[src/pkg/link_cmd_pkg.sv]
// Constants shared by the link-control command interpreter.
package link_cmd_pkg;
    localparam logic [9:0] OCF_CHG_PKT = 10'h00f;
    localparam logic [9:0] OCF_AUTH = 10'h011;
    localparam logic [9:0] OCF_SET_ENC = 10'h013;
    localparam logic [15:0] PKT_HV1 = 16'h0020;
    localparam logic [15:0] PKT_HV2 = 16'h0040;
    localparam logic [15:0] PKT_HV3 = 16'h0080;
    localparam logic [15:0] PKT_SCO_ALLOWED = 16'h00e0;
    localparam logic [11:0] HANDLE_MAX = 12'h eff;
    localparam logic [7:0] ENC_OFF = 8'h00;
    localparam logic [7:0] ENC_ON = 8'h01;
    localparam logic [7:0] ST_OK = 8'h00;
    localparam logic [7:0] ST_BAD_PARAM = 8'h12;
    localparam logic [7:0] ST_BAD_CMD = 8'h01;
    localparam logic [7:0] ST_BUSY = 8'h0c;
    localparam logic [2:0] EVT_CMD_STATUS = 3'h0;
    localparam logic [2:0] EVT_PKT_CHANGED = 3'h1;
    localparam logic [2:0] EVT_AUTH_DONE = 3'h2;
    localparam logic [2:0] EVT_ENC_CHANGE = 3'h3;
    localparam logic [2:0] EVT_KEY_REQ = 3'h4;
    localparam int EVT_MASK_W = 5;
    localparam logic [EVT_MASK_W-1:0] EVT_MASK_RST = 5'h1f;
endpackage

[src/rtl/link_security_packet_cmds.sv]
// Command interpreter for packet-type, authentication and encryption commands.
// Notes on behaviour
// Voice link packet mask: HV1 0x0020, HV2 0x0040, HV3 0x0080; others reserved.
// Accepted packet-type command answers at once with a command status event.
// Packet-type-changed event goes to the local host only, after manager reports.
// Packet-type command never yields command complete; changed event ends it.
// Authentication command code 0x0011, one parameter: connection handle.
// Host must not request authentication on an encrypted link.
// Failed authentication keeps the link up; host decides on disconnect.
// Handle is 12 bits; 0x0000-0x0EFF valid, 0x0F00-0x0FFF reserved.
// Authentication covers every handle sharing the given handle's endpoint.
// Authentication gives command status, then authentication complete only.
// Missing link key: ask the host first, before authentication complete.
// Authentication and encryption handles should name data, not voice, links.
// Encryption command code 0x0013: handle then one-byte enable flag.
// Enable byte 0x00 turns encryption off, 0x01 turns it on.
// Encryption change applies to every handle sharing the endpoint.
// Data traffic halts on all endpoint handles while encryption changes.
// Encryption command: status on receipt, change event after manager finishes.
// Encryption command never yields command complete; change event ends it.
// Every event is emitted only when the host event mask allows it.
// Packet mask is an OR of types; at least one set; only those used.
module link_security_packet_cmds #(
    parameter int ENTRIES = 8,
    parameter int IDX_W = 3,
    parameter int EP_W = 4
) (
    input wire logic clock,
    input wire logic rst,
    input wire logic cmd_valid,
    input wire logic [9:0] cmd_ocf,
    input wire logic [11:0] cmd_handle,
    input wire logic [15:0] cmd_pkt_type,
    input wire logic [7:0] cmd_enc_enable,
    input wire logic [4:0] event_mask,
    input wire logic tbl_wr,
    input wire logic [IDX_W-1:0] tbl_idx,
    input wire logic [EP_W-1:0] tbl_ep,
    input wire logic tbl_sco,
    input wire logic lm_done,
    input wire logic lm_fail,
    input wire logic key_present,
    input wire logic key_supplied,
    output logic cmd_ready,
    output logic evt_valid,
    output logic [2:0] evt_code,
    output logic [7:0] evt_status,
    output logic [11:0] evt_handle,
    output logic lm_start,
    output logic [9:0] lm_op,
    output logic [15:0] lm_pkt_type,
    output logic lm_enc_on,
    output logic [EP_W-1:0] lm_ep,
    output logic [ENTRIES-1:0] acl_halt,
    output logic [ENTRIES-1:0] enc_state,
    output logic [ENTRIES-1:0] auth_state
);
    typedef enum logic [2:0] {
        S_IDLE = 3'b000,
        S_LOOK = 3'b001,
        S_CHECK = 3'b010,
        S_KEYREQ = 3'b011,
        S_WAIT_KEY = 3'b100,
        S_RUN = 3'b101,
        S_WAIT_LM = 3'b110
    } state_e;

    state_e state_ff;
    logic [9:0] op_ff;
    logic [11:0] handle_ff;
    logic [15:0] pkt_ff;
    logic enc_req_ff;
    logic [EP_W-1:0] rd_ep;
    logic rd_sco;
    logic rd_valid;
    logic [EP_W-1:0] ep_of [ENTRIES];
    logic [ENTRIES-1:0] same_ep;

    // A handle is legal only below the reserved range and inside the table.
    function automatic logic handle_ok(input logic [11:0] h);
        return (h <= link_cmd_pkg::HANDLE_MAX) && (h < 12'(ENTRIES));
    endfunction

    function automatic logic evt_on(input logic [4:0] m, input logic [2:0] c);
        return m[c];
    endfunction

    conn_table #(
        .ENTRIES(ENTRIES),
        .IDX_W(IDX_W),
        .EP_W(EP_W)
    ) u_table (
        .clock(clock),
        .rst(rst),
        .wr_en(tbl_wr),
        .wr_idx(tbl_idx),
        .wr_ep(tbl_ep),
        .wr_sco(tbl_sco),
        .rd_idx(handle_ff[IDX_W-1:0]),
        .rd_ep(rd_ep),
        .rd_sco(rd_sco),
        .rd_valid(rd_valid)
    );

    // Shadow copy of endpoints lets the whole group be matched in one cycle.
    always_ff @(posedge clock) begin
        if (tbl_wr) begin
            ep_of[tbl_idx] <= tbl_ep;
        end
    end

    always_comb begin
        for (int i = 0; i < ENTRIES; i++) begin
            same_ep[i] = (ep_of[i] == lm_ep);
        end
    end

    // Parameter checks; the controller refuses what the host must not send.
    logic param_bad;
    always_comb begin
        param_bad = !rd_valid;
        if (op_ff == link_cmd_pkg::OCF_CHG_PKT) begin
            if (rd_sco) begin
                param_bad = param_bad
                    || ((pkt_ff & ~link_cmd_pkg::PKT_SCO_ALLOWED) != '0)
                    || ((pkt_ff & link_cmd_pkg::PKT_SCO_ALLOWED) == '0);
            end else begin
                param_bad = param_bad || (pkt_ff == '0);
            end
        end else begin
            param_bad = param_bad || rd_sco;
            if (op_ff == link_cmd_pkg::OCF_AUTH) begin
                param_bad = param_bad
                    || enc_state[handle_ff[IDX_W-1:0]];
            end
        end
    end

    always_ff @(posedge clock or posedge rst) begin
        if (rst) begin
            state_ff <= S_IDLE;
            op_ff <= '0;
            handle_ff <= '0;
            pkt_ff <= '0;
            enc_req_ff <= 1'b0;
            cmd_ready <= 1'b0;
            evt_valid <= 1'b0;
            evt_code <= '0;
            evt_status <= '0;
            evt_handle <= '0;
            lm_start <= 1'b0;
            lm_op <= '0;
            lm_pkt_type <= '0;
            lm_enc_on <= 1'b0;
            lm_ep <= '0;
        end else begin
            evt_valid <= 1'b0;
            lm_start <= 1'b0;
            cmd_ready <= (state_ff == S_IDLE) && !(cmd_valid && cmd_ready);
            unique case (state_ff)
                S_IDLE: begin
                    if (cmd_valid && cmd_ready) begin
                        op_ff <= cmd_ocf;
                        handle_ff <= cmd_handle;
                        pkt_ff <= cmd_pkt_type;
                        enc_req_ff <= (cmd_enc_enable == link_cmd_pkg::ENC_ON);
                        cmd_ready <= 1'b0;
                        if (cmd_ocf != link_cmd_pkg::OCF_CHG_PKT
                            && cmd_ocf != link_cmd_pkg::OCF_AUTH
                            && cmd_ocf != link_cmd_pkg::OCF_SET_ENC) begin
                            evt_valid <= evt_on(event_mask,
                                link_cmd_pkg::EVT_CMD_STATUS);
                            evt_code <= link_cmd_pkg::EVT_CMD_STATUS;
                            evt_status <= link_cmd_pkg::ST_BAD_CMD;
                            evt_handle <= cmd_handle;
                            state_ff <= S_IDLE;
                        end else if (!handle_ok(cmd_handle)
                            || (cmd_ocf == link_cmd_pkg::OCF_SET_ENC
                            && cmd_enc_enable != link_cmd_pkg::ENC_ON
                            && cmd_enc_enable != link_cmd_pkg::ENC_OFF)) begin
                            evt_valid <= evt_on(event_mask,
                                link_cmd_pkg::EVT_CMD_STATUS);
                            evt_code <= link_cmd_pkg::EVT_CMD_STATUS;
                            evt_status <= link_cmd_pkg::ST_BAD_PARAM;
                            evt_handle <= cmd_handle;
                        end else begin
                            state_ff <= S_LOOK;
                        end
                    end
                end
                S_LOOK: begin
                    state_ff <= S_CHECK;
                end
                S_CHECK: begin
                    evt_valid <= evt_on(event_mask,
                        link_cmd_pkg::EVT_CMD_STATUS);
                    evt_code <= link_cmd_pkg::EVT_CMD_STATUS;
                    evt_handle <= handle_ff;
                    lm_ep <= rd_ep;
                    if (param_bad) begin
                        evt_status <= link_cmd_pkg::ST_BAD_PARAM;
                        state_ff <= S_IDLE;
                    end else begin
                        evt_status <= link_cmd_pkg::ST_OK;
                        if (op_ff == link_cmd_pkg::OCF_AUTH && !key_present) begin
                            state_ff <= S_KEYREQ;
                        end else begin
                            state_ff <= S_RUN;
                        end
                    end
                end
                S_KEYREQ: begin
                    // Status event went out last cycle; key request follows.
                    evt_valid <= evt_on(event_mask,
                        link_cmd_pkg::EVT_KEY_REQ);
                    evt_code <= link_cmd_pkg::EVT_KEY_REQ;
                    evt_status <= link_cmd_pkg::ST_OK;
                    state_ff <= S_WAIT_KEY;
                end
                S_WAIT_KEY: begin
                    if (key_supplied) begin
                        state_ff <= S_RUN;
                    end
                end
                S_RUN: begin
                    lm_start <= 1'b1;
                    lm_op <= op_ff;
                    lm_pkt_type <= pkt_ff;
                    lm_enc_on <= enc_req_ff;
                    state_ff <= S_WAIT_LM;
                end
                S_WAIT_LM: begin
                    if (lm_done) begin
                        // Only the completion event ends a command here.
                        evt_handle <= handle_ff;
                        evt_status <= lm_fail ? link_cmd_pkg::ST_BUSY
                                              : link_cmd_pkg::ST_OK;
                        state_ff <= S_IDLE;
                        unique case (op_ff)
                            link_cmd_pkg::OCF_CHG_PKT: begin
                                evt_code <= link_cmd_pkg::EVT_PKT_CHANGED;
                                evt_valid <= evt_on(event_mask,
                                    link_cmd_pkg::EVT_PKT_CHANGED);
                            end
                            link_cmd_pkg::OCF_AUTH: begin
                                evt_code <= link_cmd_pkg::EVT_AUTH_DONE;
                                evt_valid <= evt_on(event_mask,
                                    link_cmd_pkg::EVT_AUTH_DONE);
                            end
                            default: begin
                                evt_code <= link_cmd_pkg::EVT_ENC_CHANGE;
                                evt_valid <= evt_on(event_mask,
                                    link_cmd_pkg::EVT_ENC_CHANGE);
                            end
                        endcase
                    end
                end
                default: state_ff <= S_IDLE;
            endcase
        end
    end

    // Data traffic on the endpoint group stops while encryption changes.
    always_ff @(posedge clock or posedge rst) begin
        if (rst) begin
            acl_halt <= '0;
        end else if (state_ff == S_RUN && op_ff == link_cmd_pkg::OCF_SET_ENC) begin
            acl_halt <= same_ep;
        end else if (state_ff == S_WAIT_LM && lm_done) begin
            acl_halt <= '0;
        end
    end

    // Link state per handle; a failed authentication drops nothing.
    always_ff @(posedge clock or posedge rst) begin
        if (rst) begin
            enc_state <= '0;
            auth_state <= '0;
        end else if (state_ff == S_WAIT_LM && lm_done && !lm_fail) begin
            if (op_ff == link_cmd_pkg::OCF_SET_ENC) begin
                for (int i = 0; i < ENTRIES; i++) begin
                    if (same_ep[i]) begin
                        enc_state[i] <= enc_req_ff;
                    end
                end
            end else if (op_ff == link_cmd_pkg::OCF_AUTH) begin
                auth_state <= auth_state | same_ep;
            end
        end
    end
endmodule // link_security_packet_cmds

[src/rtl/conn_table.sv]
// Small per-connection memory: endpoint, link type and valid flag.
module conn_table #(
    parameter int ENTRIES = 8,
    parameter int IDX_W = 3,
    parameter int EP_W = 4
) (
    input wire logic clock,
    input wire logic rst,
    input wire logic wr_en,
    input wire logic [IDX_W-1:0] wr_idx,
    input wire logic [EP_W-1:0] wr_ep,
    input wire logic wr_sco,
    input wire logic [IDX_W-1:0] rd_idx,
    output logic [EP_W-1:0] rd_ep,
    output logic rd_sco,
    output logic rd_valid
);
    logic [EP_W-1:0] ep_mem [ENTRIES];
    logic [ENTRIES-1:0] sco_ff;
    logic [ENTRIES-1:0] valid_ff;

    always_ff @(posedge clock) begin
        if (wr_en) begin
            ep_mem[wr_idx] <= wr_ep;
        end
    end

    always_ff @(posedge clock or posedge rst) begin
        if (rst) begin
            sco_ff <= '0;
            valid_ff <= '0;
        end else if (wr_en) begin
            sco_ff[wr_idx] <= wr_sco;
            valid_ff[wr_idx] <= 1'b1;
        end
    end

    always_ff @(posedge clock or posedge rst) begin
        if (rst) begin
            rd_ep <= '0;
            rd_sco <= 1'b0;
            rd_valid <= 1'b0;
        end else begin
            rd_ep <= ep_mem[rd_idx];
            rd_sco <= sco_ff[rd_idx];
            rd_valid <= valid_ff[rd_idx];
        end
    end
endmodule // conn_table

[config.mk]
export PLATFORM = sky130hd
export DESIGN_NAME = link_security_packet_cmds
export DESIGN_NICKNAME = d
export VERILOG_FILES = /design/src/pkg/link_cmd_pkg.sv /design/src/rtl/link_security_packet_cmds.sv /design/src/rtl/conn_table.sv
export SDC_FILE = /design/constraint.sdc
export NUM_CORES = 1
export LEC_CHECK = 0
export BUFFER_PORTS_ARGS = -buffer_cell sky130_fd_sc_hd__buf_2
export CORE_MARGIN = 2
export CORE_UTILIZATION = 30
export CTS_BUF_LIST = sky130_fd_sc_hd__clkbuf_4 sky130_fd_sc_hd__clkbuf_8 sky130_fd_sc_hd__clkbuf_16
export CTS_CLUSTER_SIZE = 30
export DETAILED_ROUTE_END_ITERATION = 10
export PLACE_DENSITY = 0.51
export SLEW_MARGIN = 40
export SYNTH_ARGS = -nofsm -noshare
export SYNTH_HDL_FRONTEND = slang
export SYNTH_SLANG_ARGS = --single-unit
[constraint.sdc]
create_clock -name clock -period 4.8 [get_ports clock]
set_input_delay 0.96 -clock clock [delete_from_list [all_inputs] [get_ports clock]]
set_output_delay 0.96 -clock clock [all_outputs]
set_load 0.02 [all_outputs]
# Word level (Yosys, flattened, before mapping)
# Memories as Yosys holds them, arrays and structs flattened. A register that Yosys moved wholly into a read port is not among the register bits.
# Cells that the tools add are included.
# W data, S select, Z words.
# classes
n_addsub	0
multipliers	0
div	0
magnitude_cmp	5
eq_ne	28
n_shift	0
muxes	51
n_bitwise	3
reduce_logical	44
# ops
cell	n
$mux W12	4
$mux W8	6
$pmux W12 S3	1
$mux W3	11
$eq A4 B4 Y1	8
$logic_not A16 Y1	2
$pmux W8 S4	1
$eq A10 B5 Y1 const B	3
$reduce_and A3 Y1	9
$pmux W3 S7	1
$ne A10 B5 Y1 const B	2
$mux W1	16
$or A8 B8 Y8	2
$reduce_bool A16 Y1	1
$le A12 B12 Y1 const B	1
$logic_and A1 B1 Y1	12
$lt A12 B4 Y1 const B	1
$pmux W3 S4	1
$reduce_and A4 Y1	3
$eq A10 B4 Y1 const B	1
$ne A10 B4 Y1 const B	1
$bmux W1 S3	3
$eq A3 B3 Y1 const B	3
$bwmux W8	1
25 further kinds	37
# totals
reg_bits	141
latch_bits	0
ram_bits	64
rom_bits	0
output_inout_bits	81
elab_cells	162
n_memories	2
# mem_list
name	depth	word_bits	read_ports	rd_ports_with_merged_regs	write_ports	line	rtl
ep_of	8	4	8	0	1	link_security_packet_cmds.sv:76	logic [EP_W-1:0] ep_of [ENTRIES];
u_table.ep_mem	8	4	1	1	1	conn_table.sv:18	logic [EP_W-1:0] ep_mem [ENTRIES];

# Logic depth before layout (Yosys ltp)
# Gate-level depths: netlist (run 1).
# logic_depth
depth_word	8
ltp_mapped	7
mapped_depth_nobuf	5

# Modules after synthesis
# A second synthesis (run 1) with hierarchy kept.
# hier_totals
cells_unflattened	653
hier_area_um2	8670.8
# modules_own_cells
module	instances	cells_per_inst	area_each_um2	seq_area_each_um2
link_security_packet_cmds	1	549	6520.0	3913.8
conn_table	1	104	2150.8	1511.4

# Least setup slack after synthesis (run 1)
# No wires, ideal clock.
# synth_timing
kind	input to register
startpoint	input port cmd_enc_enable[5]
endpoint	register evt_handle[0]
t_arrival_ns	2.482
t_required_ns	4.718
slack_ns	2.236
path_stages	6
path_cell_list	or4_1 o211a_1 nor3_1 a21oi_1 buf_2 a31oi_1
# synth_via
elab_chain_len	6
elab_cells_between_ends	7
cone_classes	eq/ne (2); reduce/logical (5)
# synth_rtl
element	line	rtl
start, declared	link_security_packet_cmds.sv:34	input wire logic [7:0] cmd_enc_enable,
$ne A8 B1 Y1	link_security_packet_cmds.sv:179	&& cmd_enc_enable != link_cmd_pkg::ENC_ON
$logic_and A1 B1 Y1	link_security_packet_cmds.sv:179	
$logic_and A1 B1 Y1 (*)	link_security_packet_cmds.sv:180	&& cmd_enc_enable != link_cmd_pkg::ENC_OFF)) begin
$logic_or A1 B1 Y1 (*)	link_security_packet_cmds.sv:178	|| (cmd_ocf == link_cmd_pkg::OCF_SET_ENC
$ne A3 B1 Y1 (no line) (*)	-	
$reduce_and A4 Y1 (no line) (*)	-	
end signal, assigned	link_security_packet_cmds.sv:175	evt_handle <= cmd_handle;
end signal, assigned	link_security_packet_cmds.sv:185	evt_handle <= cmd_handle;
end signal, assigned	link_security_packet_cmds.sv:198	evt_handle <= handle_ff;
end, declared	link_security_packet_cmds.sv:48	output logic [11:0] evt_handle,
# Every way passes the cells marked *; elsewhere a longest branch is shown, timed or not.
# A chain may end at the register's enable or synchronous reset.

# Worst setup path after layout (run 1)
# layout_timing
startpoint	register state_ff[1]
endpoint	register enc_state[3]
# layout_via
elab_chain_len	4
# layout_rtl
element	line	rtl
start, declared	link_security_packet_cmds.sv:68	state_e state_ff;
start signal, assigned	link_security_packet_cmds.sv:141	state_ff <= S_IDLE;
start signal, assigned	link_security_packet_cmds.sv:176	state_ff <= S_IDLE;
start signal, assigned	link_security_packet_cmds.sv:187	state_ff <= S_LOOK;
$eq A3 B3 Y1	link_security_packet_cmds.sv:279	end else if (state_ff == S_WAIT_LM && lm_done && !lm_fail) begin
$logic_and A1 B1 Y1 (2 in series)	link_security_packet_cmds.sv:279	
$reduce_and A3 Y1 (no line)	-	
end signal, assigned by index	link_security_packet_cmds.sv:283	enc_state[i] <= enc_req_ff;
end, declared	link_security_packet_cmds.sv:55	output logic [ENTRIES-1:0] enc_state,
# No other way between the ends.

==> results of run 1 <==
## flip-flops by register name, indices dropped and copies added (netlist names), 8 cells and up
register and count:
u_table.ep_mem 24, lm_pkt_type 16, pkt_ff 16, evt_handle 12, handle_ff 12, lm_op 10, op_ff 10, acl_halt 8
auth_state 8, enc_state 8, ep_of 8, u_table.sco_ff 8, u_table.valid_ff 8
## layout make-up
type                       instances  share of cell area
clock buffer                      19             0.04825
antenna                            2           0.0005406
sequential                       172              0.4822
clock inverter                    13             0.01392
tap                              330             0.04460
timing repair buffer             153             0.08515
inverter                           9            0.004460
multi-input combinational        368              0.3209
## metal layers
layer / vias to the layer above / GRT usage / routed length (um)
met3: 20 / 0.02869 / 831
met5: - / 0 / 0
met1: 2593 / 0.2081 / 9213
li1: 2383 / - / -
met2: 129 / 0.2440 / 9385
met4: 0 / 0.04183 / 226
## power groups by stage
stage                     logic (W)  registers [W]  clock network [W]
after detailed placement    0.00188        0.00242                  0
after floorplan             0.00117        0.00247                  0
final                       0.00185        0.00239            0.00136
after global routing        0.00202        0.00247            0.00146
after global placement      0.00186        0.00242                  0
after CTS                   0.00188        0.00240            0.00140
## synth_stat cells, drive strengths merged (4+ instances only)
master	count
mux4	14
or3	5
o21ai	13
nand3	14
a31oi	12
o211ai	4
o21bai	8
dfrtp	140
or2	7
a21oi	24
clkbuf	20
nand4	10
inv	9
nor2	12
edfxtp	32
nor2b	5
nand2b	22
mux2	86
nor3	8
nor4	7
buf	15
nand2	50
xnor2	32
## cells in the final DEF (no fill, tap or decap), types with 14 or more instances in the layout
| cell type | n |
|---|---|
| buf_2 | 144 |
| dfrtp_1 | 140 |
| mux2_2 | 79 |
| nand2_1 | 50 |
| xnor2_1 | 32 |
| edfxtp_1 | 32 |
| a21oi_1 | 23 |
| nand2b_1 | 22 |
| clkbuf_16 | 17 |
| nand3_1 | 14 |
| mux4_2 | 14 |
## stage by stage
step | util | cells
after CTS | 0.3696 | 1064
after detailed placement | 0.3466 | 1032
final | 0.3698 | 1066
after floorplan | - | 584
after global routing | 0.3696 | 1064
after global placement | 0.3455 | 1032
## logic make-up (layout without fill, tap and decap cells)
| kind of cell | Yosys count | after routing |
|---|---|---|
| multiplexers | 103 | 103 |
| XOR/XNOR | 32 | 32 |
| buffers and inverters | 44 | 194 |
| AO/OA/AOI/OAI | 78 | 78 |
| AND/OR/NAND/NOR | 152 | 152 |
| other | 1 | 5 |
| flip-flops | 172 | 172 |
## worst max path at each step
stage,from,to
floorplan,rst,acl_halt[0]
global placement,cmd_ocf[9],evt_status[0]
detailed placement,cmd_handle[5],evt_handle[10]
CTS,state_ff[1],enc_state[3]
global route,state_ff[1],enc_state[0]
finish,state_ff[1],enc_state[3]
==> results.env, run 1 <==
STATUS='complete, no violations'
PATH_CLK_SLEW_PS=70
ROUTED_WIRE_LENGTH_PER_INSTANCE_UM=18.44
SYNTH_EDF_COUNT=32
DETAIL_ROUTE.DRC_VIOLATIONS=0
WORST_R2R_PATH_DEPTH=5
GRT-OVFL-TOTAL=0
MAXCAPVIOLATIONS=0
NFILLCELLS=2456
TIMING.HOLD.WORST_ENDPOINT='u_table.valid_ff[7]'
FIRST_GLOBAL_VIAS=5201
TRITONCTS='done'
TIMING.CRITICAL_PATH.MAX_DELAY_FAMILY='simple AND/OR/NAND/NOR gates'
INITIAL_UTILIZATION=0.3032
SYNTH.FF_LATCH_COUNT=172
PLACE_HPWL_UM=14170
POST_SYNTH_NUM_CELL_TYPES=54
POSTSYNTH.ASYNCRESETSHARE=0.8140
SYNTH-SEQ-AREA-SHARE=0.5881
SYNTH_MUX_AREA_FRAC=0.1731
NETS=788
COUNT_OF_CELLS_RESIZED_BY_POST_CTS_REPAIR=0
SYNTH_COMPOUND_GATE_AREA_SHARE=0.06577
CRITPATHMAXSTAGEDELAY_PS=690
SYNTHESIZED_AREA_FRACTION_OCCUPIED_BY_XOR_AND_XNOR_CELLS=0.03692
ROUTE.FINAL.WIRE_LENGTH_UM=19660
CRITICAL_PATH_REQUIRED_PS=5120
POSTCTSSETUPREPAIRBUFS=0
FMAX_MHz=364.2
VIA_COUNT=5125
R2R_START='state_ff[1]'
CRITICAL-PATH-SLOWEST-CELL='dfrtp_1'
CTS.PATH.MAX_BUFFERS=2
WORSTPATHCELLLIST='nor2b_1, nand3_1, nor4_4, nand2b_1, mux2_1'
BUFFERING_STAGE_COUNT_ON_THE_WORST_PATH_WITH_INVERTERS_INCLUDED=0
REG_TO_REG_CRITICAL_PATH_ENDPOINT='enc_state[3]'
ROUTABILITYCONGESTION=0.7677
SMALLEST_SETUP_SLACK_AFTER_LAYOUT_PS=2054
PLACE_WORST_SETUP_SLACK_PS=1661
SYNTH_AREA_LEADERS='dfrtp_1 46%, edfxtp_1 13%, mux2_2 12%'
LAYOUT.CELL_AREA.NON_FILLER_SQ_MM=0.009258
SYNTH_TOP_AREA_CELL='dfrtp_1'
WORST_SLEW_MARGIN_REL=0.4939
CP_NUM_CELLS=5
DIE_SPAN_X_UM=163.1
H_TREE_LEVELS=4
FINAL.SETUP_SKEW_PS=10.04
WORST-PATH-MAX-FANOUT=17
PWR-SHARE-CLK=0.243
ANTENNA_FOUND_INITIAL=0
TOTALNEGATIVESETUPSLACK_PS=0
SWITCHINGPOWER_W=0.002046
MAIN_COMBINATIONAL_CELL_FAMILY_BY_AREA_AFTER_SYNTHESIS='multiplexers'
PLACEMENT.CELL_AREA_SQ_MM=0.008677
FINALHOLDVIOLCOUNT=0
NETLIST_AREA_SQ_MM=0.007591
IO_PINS=148
MULTIINPUTGATEAREA_SQ_MM=0.002970
DIE_AREA_SQ_MM=0.02659
FINAL.MIN_CLOCK_PERIOD_PS=2746
GRT.TOTAL_USAGE=0.1510
SYN_TO_FINAL_GROWTH_PCT=21.95
STD_CELL_ROWS=58
RSZ0062_AT_GRT='no'
PORT-BUFFER-COUNT=144
SYNTH_FA_HA_AREA_FRAC=0
VIAS_PER_CELL=4.808
ENDPOINT_KIND='register'
REG2REG_SETUP_SLACK_PS=2050
SYNTH_TOP_AREA_FRAC=0.4615
HOLD_DEPTH=1
DR.FIRST_ITER.DRC_COUNT=309
CTS_HOLD_BUFFERS=0
POST-ROUTE-PERIOD-UTIL=0.5720
ANTENNA_VIOLATING_NETS_POST_ROUTE=0
WORST_IR_DROP_VDD_mV=0.2178
CLOCK_TREE.ROOT_CELL='clkbuf_16'
SEQUENTIAL_CELL_AREA_SQ_MM=0.004464
P_INT_W=0.003562
SYNTHCELLS=582
WORSTHOLDSTART='u_table.valid_ff[7]'
POWER_SWITCHING_SHARE=0.3648
CLOCK_LATENCY_PS=440
SETUP_VIOL=0
SHARE_SEQ_OF_TOTAL_POWER=0.426
SETUP.WORST_PATH.START_CLASS='register'
COREAREA_SQ_MM=0.02504
WORST-ENDPOINT-ARRIVAL_PS=3070
DIE_Y_UM=163.1
DRT_PRE_ANTENNA_ITERS=4
POWER.STATIC_LEAKAGE_nW=3.994
TRITONCTS_NUM_SINKS=172
MIN_PATH_TYPE='register to register'
YOSYSWARNINGCOUNT=0
WORST_MAX_SLEW_PIN_SLEW_PS=757.0
MAXIMUM_NUMBER_OF_PINS_ON_ONE_NET_BEFORE_GLOBAL_ROUTE_REPAIR=88
POWER.COMBINATIONAL.FRACTION=0.331
DRIVE_GT1_FRAC=0.4074
NUMCTSBUFFERS=17
PATH_CLASS='register to register'
PINS_OVER_SLEW_LIMIT=0
DOMINANTREGCELLSYNTH='dfrtp_1'
SYN_AVG_CELL_AREA_SQ_UM=13.04
POST_SYNTH_AND_OR_NAND_NOR_AREA_FRACTION=0.1099
POWER.DENSITY_CELL_AREA_mW_PER_MM2=605.7
TIMING.HOLD.WS_PS=463.2
POWER.TOTAL_W=0.005608
GRT_FIRST_PASS_WIRELENGTH_UM=30390
No activity file was read; power rests on OpenSTA's default activity.
==> run 2, diff against run 1 <==
--- a/config.mk
+++ b/config.mk
@@ -11,7 +11,7 @@
 export CTS_BUF_LIST = sky130_fd_sc_hd__clkbuf_4 sky130_fd_sc_hd__clkbuf_8 sky130_fd_sc_hd__clkbuf_16
 export CTS_CLUSTER_SIZE = 30
 export DETAILED_ROUTE_END_ITERATION = 10
-export PLACE_DENSITY = 0.51
+export PLACE_DENSITY = 0.5
 export SLEW_MARGIN = 40
 export SYNTH_ARGS = -nofsm -noshare
 export SYNTH_HDL_FRONTEND = slang
==> constraint.sdc (replaced) <==
create_clock -name clock -period 2.84 [get_ports clock]
set_input_delay 0.568 -clock clock [delete_from_list [all_inputs] [get_ports clock]]
set_output_delay 0.568 -clock clock [all_outputs]
set_load 0.02 [all_outputs]
==> results.env, run 2 (synthesis gave the netlist of run 1 again) <==
COREAREA_SQ_MM=0.02504  # unchanged
POWER.COMBINATIONAL.FRACTION=0.336  # +0.005
POWER_SWITCHING_SHARE=0.3551  # -0.009769
GLOBAL_ROUTE.USAGE.MET3=0.02946  # +0.0007618
DIE_SPAN_X_UM=163.1  # unchanged
TRITONCTS='done'
WORST_R2R_PATH_DEPTH=5  # unchanged
ROUTE.FINAL.WIRE_LENGTH_UM=19830  # +0.87%
WORST_SLEW_MARGIN_REL=0.6088  # +0.1149
CLOCK_LATENCY_PS=420  # -20 ps
FIRST_GLOBAL_VIAS=5571  # +7.1%
RSZ0062_AT_GRT='no'
P_INT_W=0.006146  # +73%
ROUTED_WIRE_LENGTH_PER_INSTANCE_UM=18.44  # about the same
SWITCHINGPOWER_W=0.003384  # +65%
MAXIMUM_NUMBER_OF_PINS_ON_ONE_NET_BEFORE_GLOBAL_ROUTE_REPAIR=93  # +5.7%
STATUS='complete, no violations'
UTILIZATION=0.3726  # +0.002849
INITIAL_UTILIZATION=0.3032  # unchanged
REG2REG_SETUP_SLACK_PS=530  # -1520 ps
POWER.STATIC_LEAKAGE_nW=4.045  # +1.3%
NETS=799  # +1.4%
ROUTABILITYCONGESTION=0.7747  # +0.91%
ENDPOINT_KIND='register'
CRITICAL_PATH_REQUIRED_PS=3140  # -1980 ps
DETAIL_ROUTE.DRC_VIOLATIONS=0  # unchanged
PWR-SHARE-CLK=0.244  # about the same
VIAS_PER_CELL=4.849  # +0.87%
POWER.DENSITY_CELL_AREA_mW_PER_MM2=1022  # +69%
LAYOUT.CELLS.MOST_COMMON='buf_2'
GRTUSAGEMET2=0.2631  # +0.01907
MAXCAPVIOLATIONS=0  # unchanged
DR.FIRST_ITER.DRC_COUNT=325  # +5.2%
TRITONCTS_NUM_SINKS=172  # unchanged
MIN_PATH_TYPE='input port to asynchronous set/reset pin'
GRT-OVFL-TOTAL=0  # unchanged
WORST_IR_DROP_VDD_mV=0.4002  # +84%
CLOCK_TREE.ROOT_CELL='clkbuf_16'
SYN_TO_FINAL_GROWTH_PCT=22.89
PINS_OVER_SLEW_LIMIT=0  # unchanged
ANTENNA_VIOLATING_NETS_POST_ROUTE=0  # unchanged
PORT-BUFFER-COUNT=144  # unchanged
VIA_COUNT=5213  # +1.7%
SHARE_SEQ_OF_TOTAL_POWER=0.420  # -0.006
FINALHOLDVIOLCOUNT=0  # unchanged
GLOBAL_ROUTE.PEAK_USAGE_LAYER='met2'
TOP_REGS='u_table.ep_mem (24), lm_pkt_type (16), pkt_ff (16)'
LARGEST_REGISTER_FF_COUNT=24  # unchanged
DIE_Y_UM=163.1  # unchanged
GR_LAYER_USAGE_MET1=0.1989  # -0.009154
POSTCTSSETUPREPAIRBUFS=0  # unchanged
R2R_START='op_ff[5]'
SETUP.WORST_PATH.START_CLASS='register'
FINAL.MIN_CLOCK_PERIOD_PS=2308  # -438.2 ps
FMAX_MHz=433.4  # +19%
IO_PINS=148  # unchanged
DRIVE_GT1_FRAC=0.4094  # +0.002039
GRT.TOTAL_USAGE=0.1545  # +0.003547
WORST-ENDPOINT-ARRIVAL_PS=2610  # -460 ps
CTS.PATH.MAX_BUFFERS=2  # unchanged
NUMCTSBUFFERS=17  # unchanged
POST-ROUTE-PERIOD-UTIL=0.8125  # +0.2405
TOTALNEGATIVESETUPSLACK_PS=0  # unchanged
ANTENNA_FOUND_INITIAL=0  # unchanged
FINAL.SETUP_SKEW_PS=8.006  # -2.035 ps
ANTENNADIODECOUNT=0  # -2
PLACE_HPWL_UM=14750  # +4.1%
SETUP_VIOL=0  # unchanged
WORST_MAX_SLEW_PIN_SLEW_PS=584.6  # -172.4 ps
REG_TO_REG_CRITICAL_PATH_ENDPOINT='enc_state[3]'
CTS_HOLD_BUFFERS=0  # unchanged
GRT_FIRST_PASS_WIRELENGTH_UM=31390  # +3.3%
PATH_CLASS='register to register'
WORST-PATH-MAX-FANOUT=8  # -9
DRT_PRE_ANTENNA_ITERS=4  # unchanged
COUNT_OF_CELLS_RESIZED_BY_POST_CTS_REPAIR=0  # unchanged
STD_CELL_ROWS=58  # unchanged
MOST-COMMON-LAYOUT-CELLS='144 x buf_2, 140 x dfrtp_1, 79 x mux2_2, 50 x nand2_1'
PATH_CLK_SLEW_PS=70  # about the same
H_TREE_LEVELS=4  # unchanged
DIE_AREA_SQ_MM=0.02659  # unchanged
LARGEST_REGISTER_BY_FLOP_COUNT='u_table.ep_mem'
[run 2: worst max path at each step]
stage	from	end	slack [ps]	cells after the start
4_1_cts	op_ff[5]	enc_state[3]	520	5
5_1_grt	op_ff[5]	enc_state[5]	410	5
6_report	op_ff[5]	enc_state[3]	530	5
3_5_place_dp	cmd_enc_enable[5]	evt_status[0]	300	7
3_3_place_gp	cmd_enc_enable[5]	evt_status[0]	360	7
2_1_floorplan	rst	acl_halt[0]	520	1
[run 2: final cells by class]
class                           count  area (sq um)
Clock buffer                       22         469.2
Sequential cell                   172          4464
Inverter                            9         37.54
Fill cell                        2441         15710
Clock inverter                     10         116.4
Tap cell                          330         412.9
Timing Repair Buffer              164         883.3
Multi-Input combinational cell    368          2945
[run 2: layer usage]
| metal | vias to the layer above | share of wire |
|---|---|---|
| met1 | 2643 | 0.44 |
| met5 | - | 0 |
| li1 | 2407 | - |
| met2 | 140 | 0.50 |
| met4 | 0 | 0.017 |
| met3 | 23 | 0.040 |
[run 2: stage by stage]
step                      power (W)  setup WS [ps]  hold WS, ps  cells  area, sq um
after floorplan            0.006162          522.9        428.7    584         7602
after global placement     0.007211          363.9        446.5   1043         8743
after detailed placement   0.007315          301.6        453.6   1043         8743
after CTS                  0.009668          521.1        135.7   1075         9329
after global routing        0.01012          410.6        161.4   1075         9329
final                      0.009530          532.5        139.5   1075         9329
[run 2: critical path, stage by stage (launching register included)]
cell	delay [ps]
dfrtp_1	390
or3_4	430
or3_4	410
nor4_4	490
nand2b_1	120
mux2_1	340
[run 2: power by group through the flow]
| stage | Sequential (W) | Clock, W | Combinational [W] |
|---|---|---|---|
| detailed placement | 0.00406 | 0 | 0.00326 |
| CTS | 0.00402 | 0.00239 | 0.00326 |
| global placement | 0.00401 | 0 | 0.00320 |
| floorplan | 0.00418 | 0 | 0.00199 |
| finish | 0.00400 | 0.00233 | 0.00320 |
| global route | 0.00413 | 0.00251 | 0.00349 |
==> run 3, diff against run 2 <==
==> constraint.sdc (replaced) <==
create_clock -name clock -period 2.4 [get_ports clock]
set_input_delay 0.48 -clock clock [delete_from_list [all_inputs] [get_ports clock]]
set_output_delay 0.48 -clock clock [all_outputs]
set_load 0.02 [all_outputs]
==> results.env, run 3 (synthesis gave the netlist of run 1 again) <==
STATUS='complete, no violations'
TRITONCTS_NUM_SINKS=172  # unchanged
LAYOUT.CELLS.MOST_COMMON='buf_2'
POWER.STATIC_LEAKAGE_nW=4.076  # +0.77%
RSZ0062_AT_GRT='no'
PINS_OVER_SLEW_LIMIT=0  # unchanged
DIE_SPAN_X_UM=163.1  # unchanged
POWER.DENSITY_CELL_AREA_mW_PER_MM2=1209  # +18%
DIE_Y_UM=163.1  # unchanged
NUMCTSBUFFERS=17  # unchanged
CLOCK_LATENCY_PS=430  # about the same
ENDPOINT_KIND='register'
FINAL.MIN_CLOCK_PERIOD_PS=2226  # -81.44 ps
UTILIZATION=0.3742  # +0.001599
MAXCAPVIOLATIONS=0  # unchanged
CTS.PATH.MAX_BUFFERS=2  # unchanged
GRT.TOTAL_USAGE=0.1516  # -0.002888
GRT-OVFL-TOTAL=0  # unchanged
H_TREE_LEVELS=4  # unchanged
ROUTE.FINAL.WIRE_LENGTH_UM=19790  # -0.20%
VIAS_PER_CELL=4.901  # +1.1%
FMAX_MHz=449.2  # +3.7%
CLOCK_TREE.ROOT_CELL='clkbuf_16'
POST-ROUTE-PERIOD-UTIL=0.9275  # +0.1150
DR.FIRST_ITER.DRC_COUNT=270  # -17%
STD_CELL_ROWS=58  # unchanged
PORT-BUFFER-COUNT=144  # unchanged
MIN_PATH_TYPE='input port to asynchronous set/reset pin'
ROUTABILITYCONGESTION=0.8211  # +6.0%
POST_LAYOUT_NONFILLER_INSTANCES=1080  # +0.47%
MAXIMUM_NUMBER_OF_PINS_ON_ONE_NET_BEFORE_GLOBAL_ROUTE_REPAIR=141  # +52%
ANTENNA_FOUND_INITIAL=0  # unchanged
TOTALNEGATIVESETUPSLACK_PS=0  # unchanged
INITIAL_UTILIZATION=0.3032  # unchanged
IO_PINS=148  # unchanged
LARGEST_REGISTER_FF_COUNT=24  # unchanged
COUNT_OF_CELLS_RESIZED_BY_POST_CTS_REPAIR=0  # unchanged
ANTENNADIODECOUNT=0  # unchanged
WORST_SLEW_MARGIN_REL=0.4897  # -0.1190
FIRST_GLOBAL_VIAS=5459  # -2.0%
TRITONCTS='done'
SETUP_VIOL=0  # unchanged
DRT_PRE_ANTENNA_ITERS=4  # unchanged
COREAREA_SQ_MM=0.02504  # unchanged
CRITICAL_PATH_REQUIRED_PS=2690  # -450 ps
LARGEST_REGISTER_BY_FLOP_COUNT='u_table.ep_mem'
FINAL.SETUP_SKEW_PS=9.064  # +1.058 ps
DRIVE_GT1_FRAC=0.4120  # +0.002604
POSTCTSSETUPREPAIRBUFS=0  # unchanged
PATH_CLK_SLEW_PS=70  # about the same
PATH_CLASS='register to register'
PLACE_HPWL_UM=14560  # -1.3%
ANTENNA_VIOLATING_NETS_POST_ROUTE=0  # unchanged
CTS_HOLD_BUFFERS=0  # unchanged
MOST-COMMON-LAYOUT-CELLS='144 x buf_2, 140 x dfrtp_1, 79 x mux2_2, 50 x nand2_1'
WORST-PATH-MAX-FANOUT=16  # +8
VIA_COUNT=5293  # +1.5%
WORST_MAX_SLEW_PIN_SLEW_PS=765.4  # +180.7 ps
FINALHOLDVIOLCOUNT=0  # unchanged
WORST-ENDPOINT-ARRIVAL_PS=2520  # -90 ps
SETUP.WORST_PATH.START_CLASS='register'
TOP_REGS='u_table.ep_mem (24), lm_pkt_type (16), pkt_ff (16)'
ROUTED_WIRE_LENGTH_PER_INSTANCE_UM=18.32  # -0.66%
SYN_TO_FINAL_GROWTH_PCT=23.42
GRT_FIRST_PASS_WIRELENGTH_UM=30590  # -2.5%
PLACED_CELLS_INCL_TAPS=1048  # +0.48%
DIE_AREA_SQ_MM=0.02659  # unchanged
DETAIL_ROUTE.DRC_VIOLATIONS=0  # unchanged
WORST_IR_DROP_VDD_mV=0.4350  # +8.7%
NETS=804  # +0.63%
## run 3: changes by cell type in the layout (fill, tap and decap cells not counted)
cell,delta
clkinv_2,-1
inv_6,+5
clkinvlp_4,-4
clkbuf_8,-1
clkinv_4,+2
inv_8,+1
buf_4,+5
clkinv_1,+1
inv_4,-2
clkbuf_4,-3
clkinvlp_2,+2
## run 3: worst paths after layout
kind | startpoint | end | slack [ps] | cells past startpoint
min in group clock | cmd_pkt_type[6] | pkt_ff[6] | 280 | 2
setup / recovery | op_ff[5] | acl_halt[0] | 170 | 5
hold / removal | rst | lm_op[0] | 270 | 3
max in group asynchronous | rst | u_table.rd_valid | 1560 | 3
setup reg to reg | op_ff[5] | acl_halt[0] | 170 | 5
hold reg to reg | u_table.valid_ff[6] | u_table.valid_ff[6] | 470 | 1
## run 3: cell type report
class / instances / area, sq um
clock buffers: 18 / 432.9
fillers: 2463 / 15670
clock inverters: 14 / 155.1
repair buffers: 169 / 920.9
inverters: 9 / 37.54
well taps: 330 / 412.9
flip-flops and latches: 172 / 4464
multi-input cells: 368 / 2945
## run 3: stage by stage
stage / hold slack (ps) / setup WS, ps / power (W) / area [sq um]
after floorplan: 428.7 / 170.9 / 0.007292 / 7602
after global placement: 449.1 / 108.5 / 0.008545 / 8781
after detailed placement: 452.1 / 8.334 / 0.008661 / 8781
after CTS: 267.9 / 180.1 / 0.01148 / 9369
after global routing: 269.6 / 98.83 / 0.01200 / 9369
final: 267.1 / 173.9 / 0.01133 / 9369
## run 3: where the power goes
part / switching (W) / leakage (nW) / total (W) / internal [W]
logic: 0.00203 / 1.78 / 0.00382 / 0.00178
clock network: 0.00122 / 0.286 / 0.00279 / 0.00157
registers: 0.000832 / 2.01 / 0.00472 / 0.00389
## run 3: worst max-delay path, stage by stage (launching register included)
cell	delay [ps]
dfrtp_1	390
or3_4	430
or3_4	410
or3_1	590
nand3_1	170
o21ai_0	100
## run 3: routing by layer
layer	track usage	wire, um	up-vias
met4	0.05109	400	0
met3	0.03504	1119	33
met2	0.2583	9855	172
met5	0	0	-
met1	0.1900	8412	2673
li1	-	-	2415
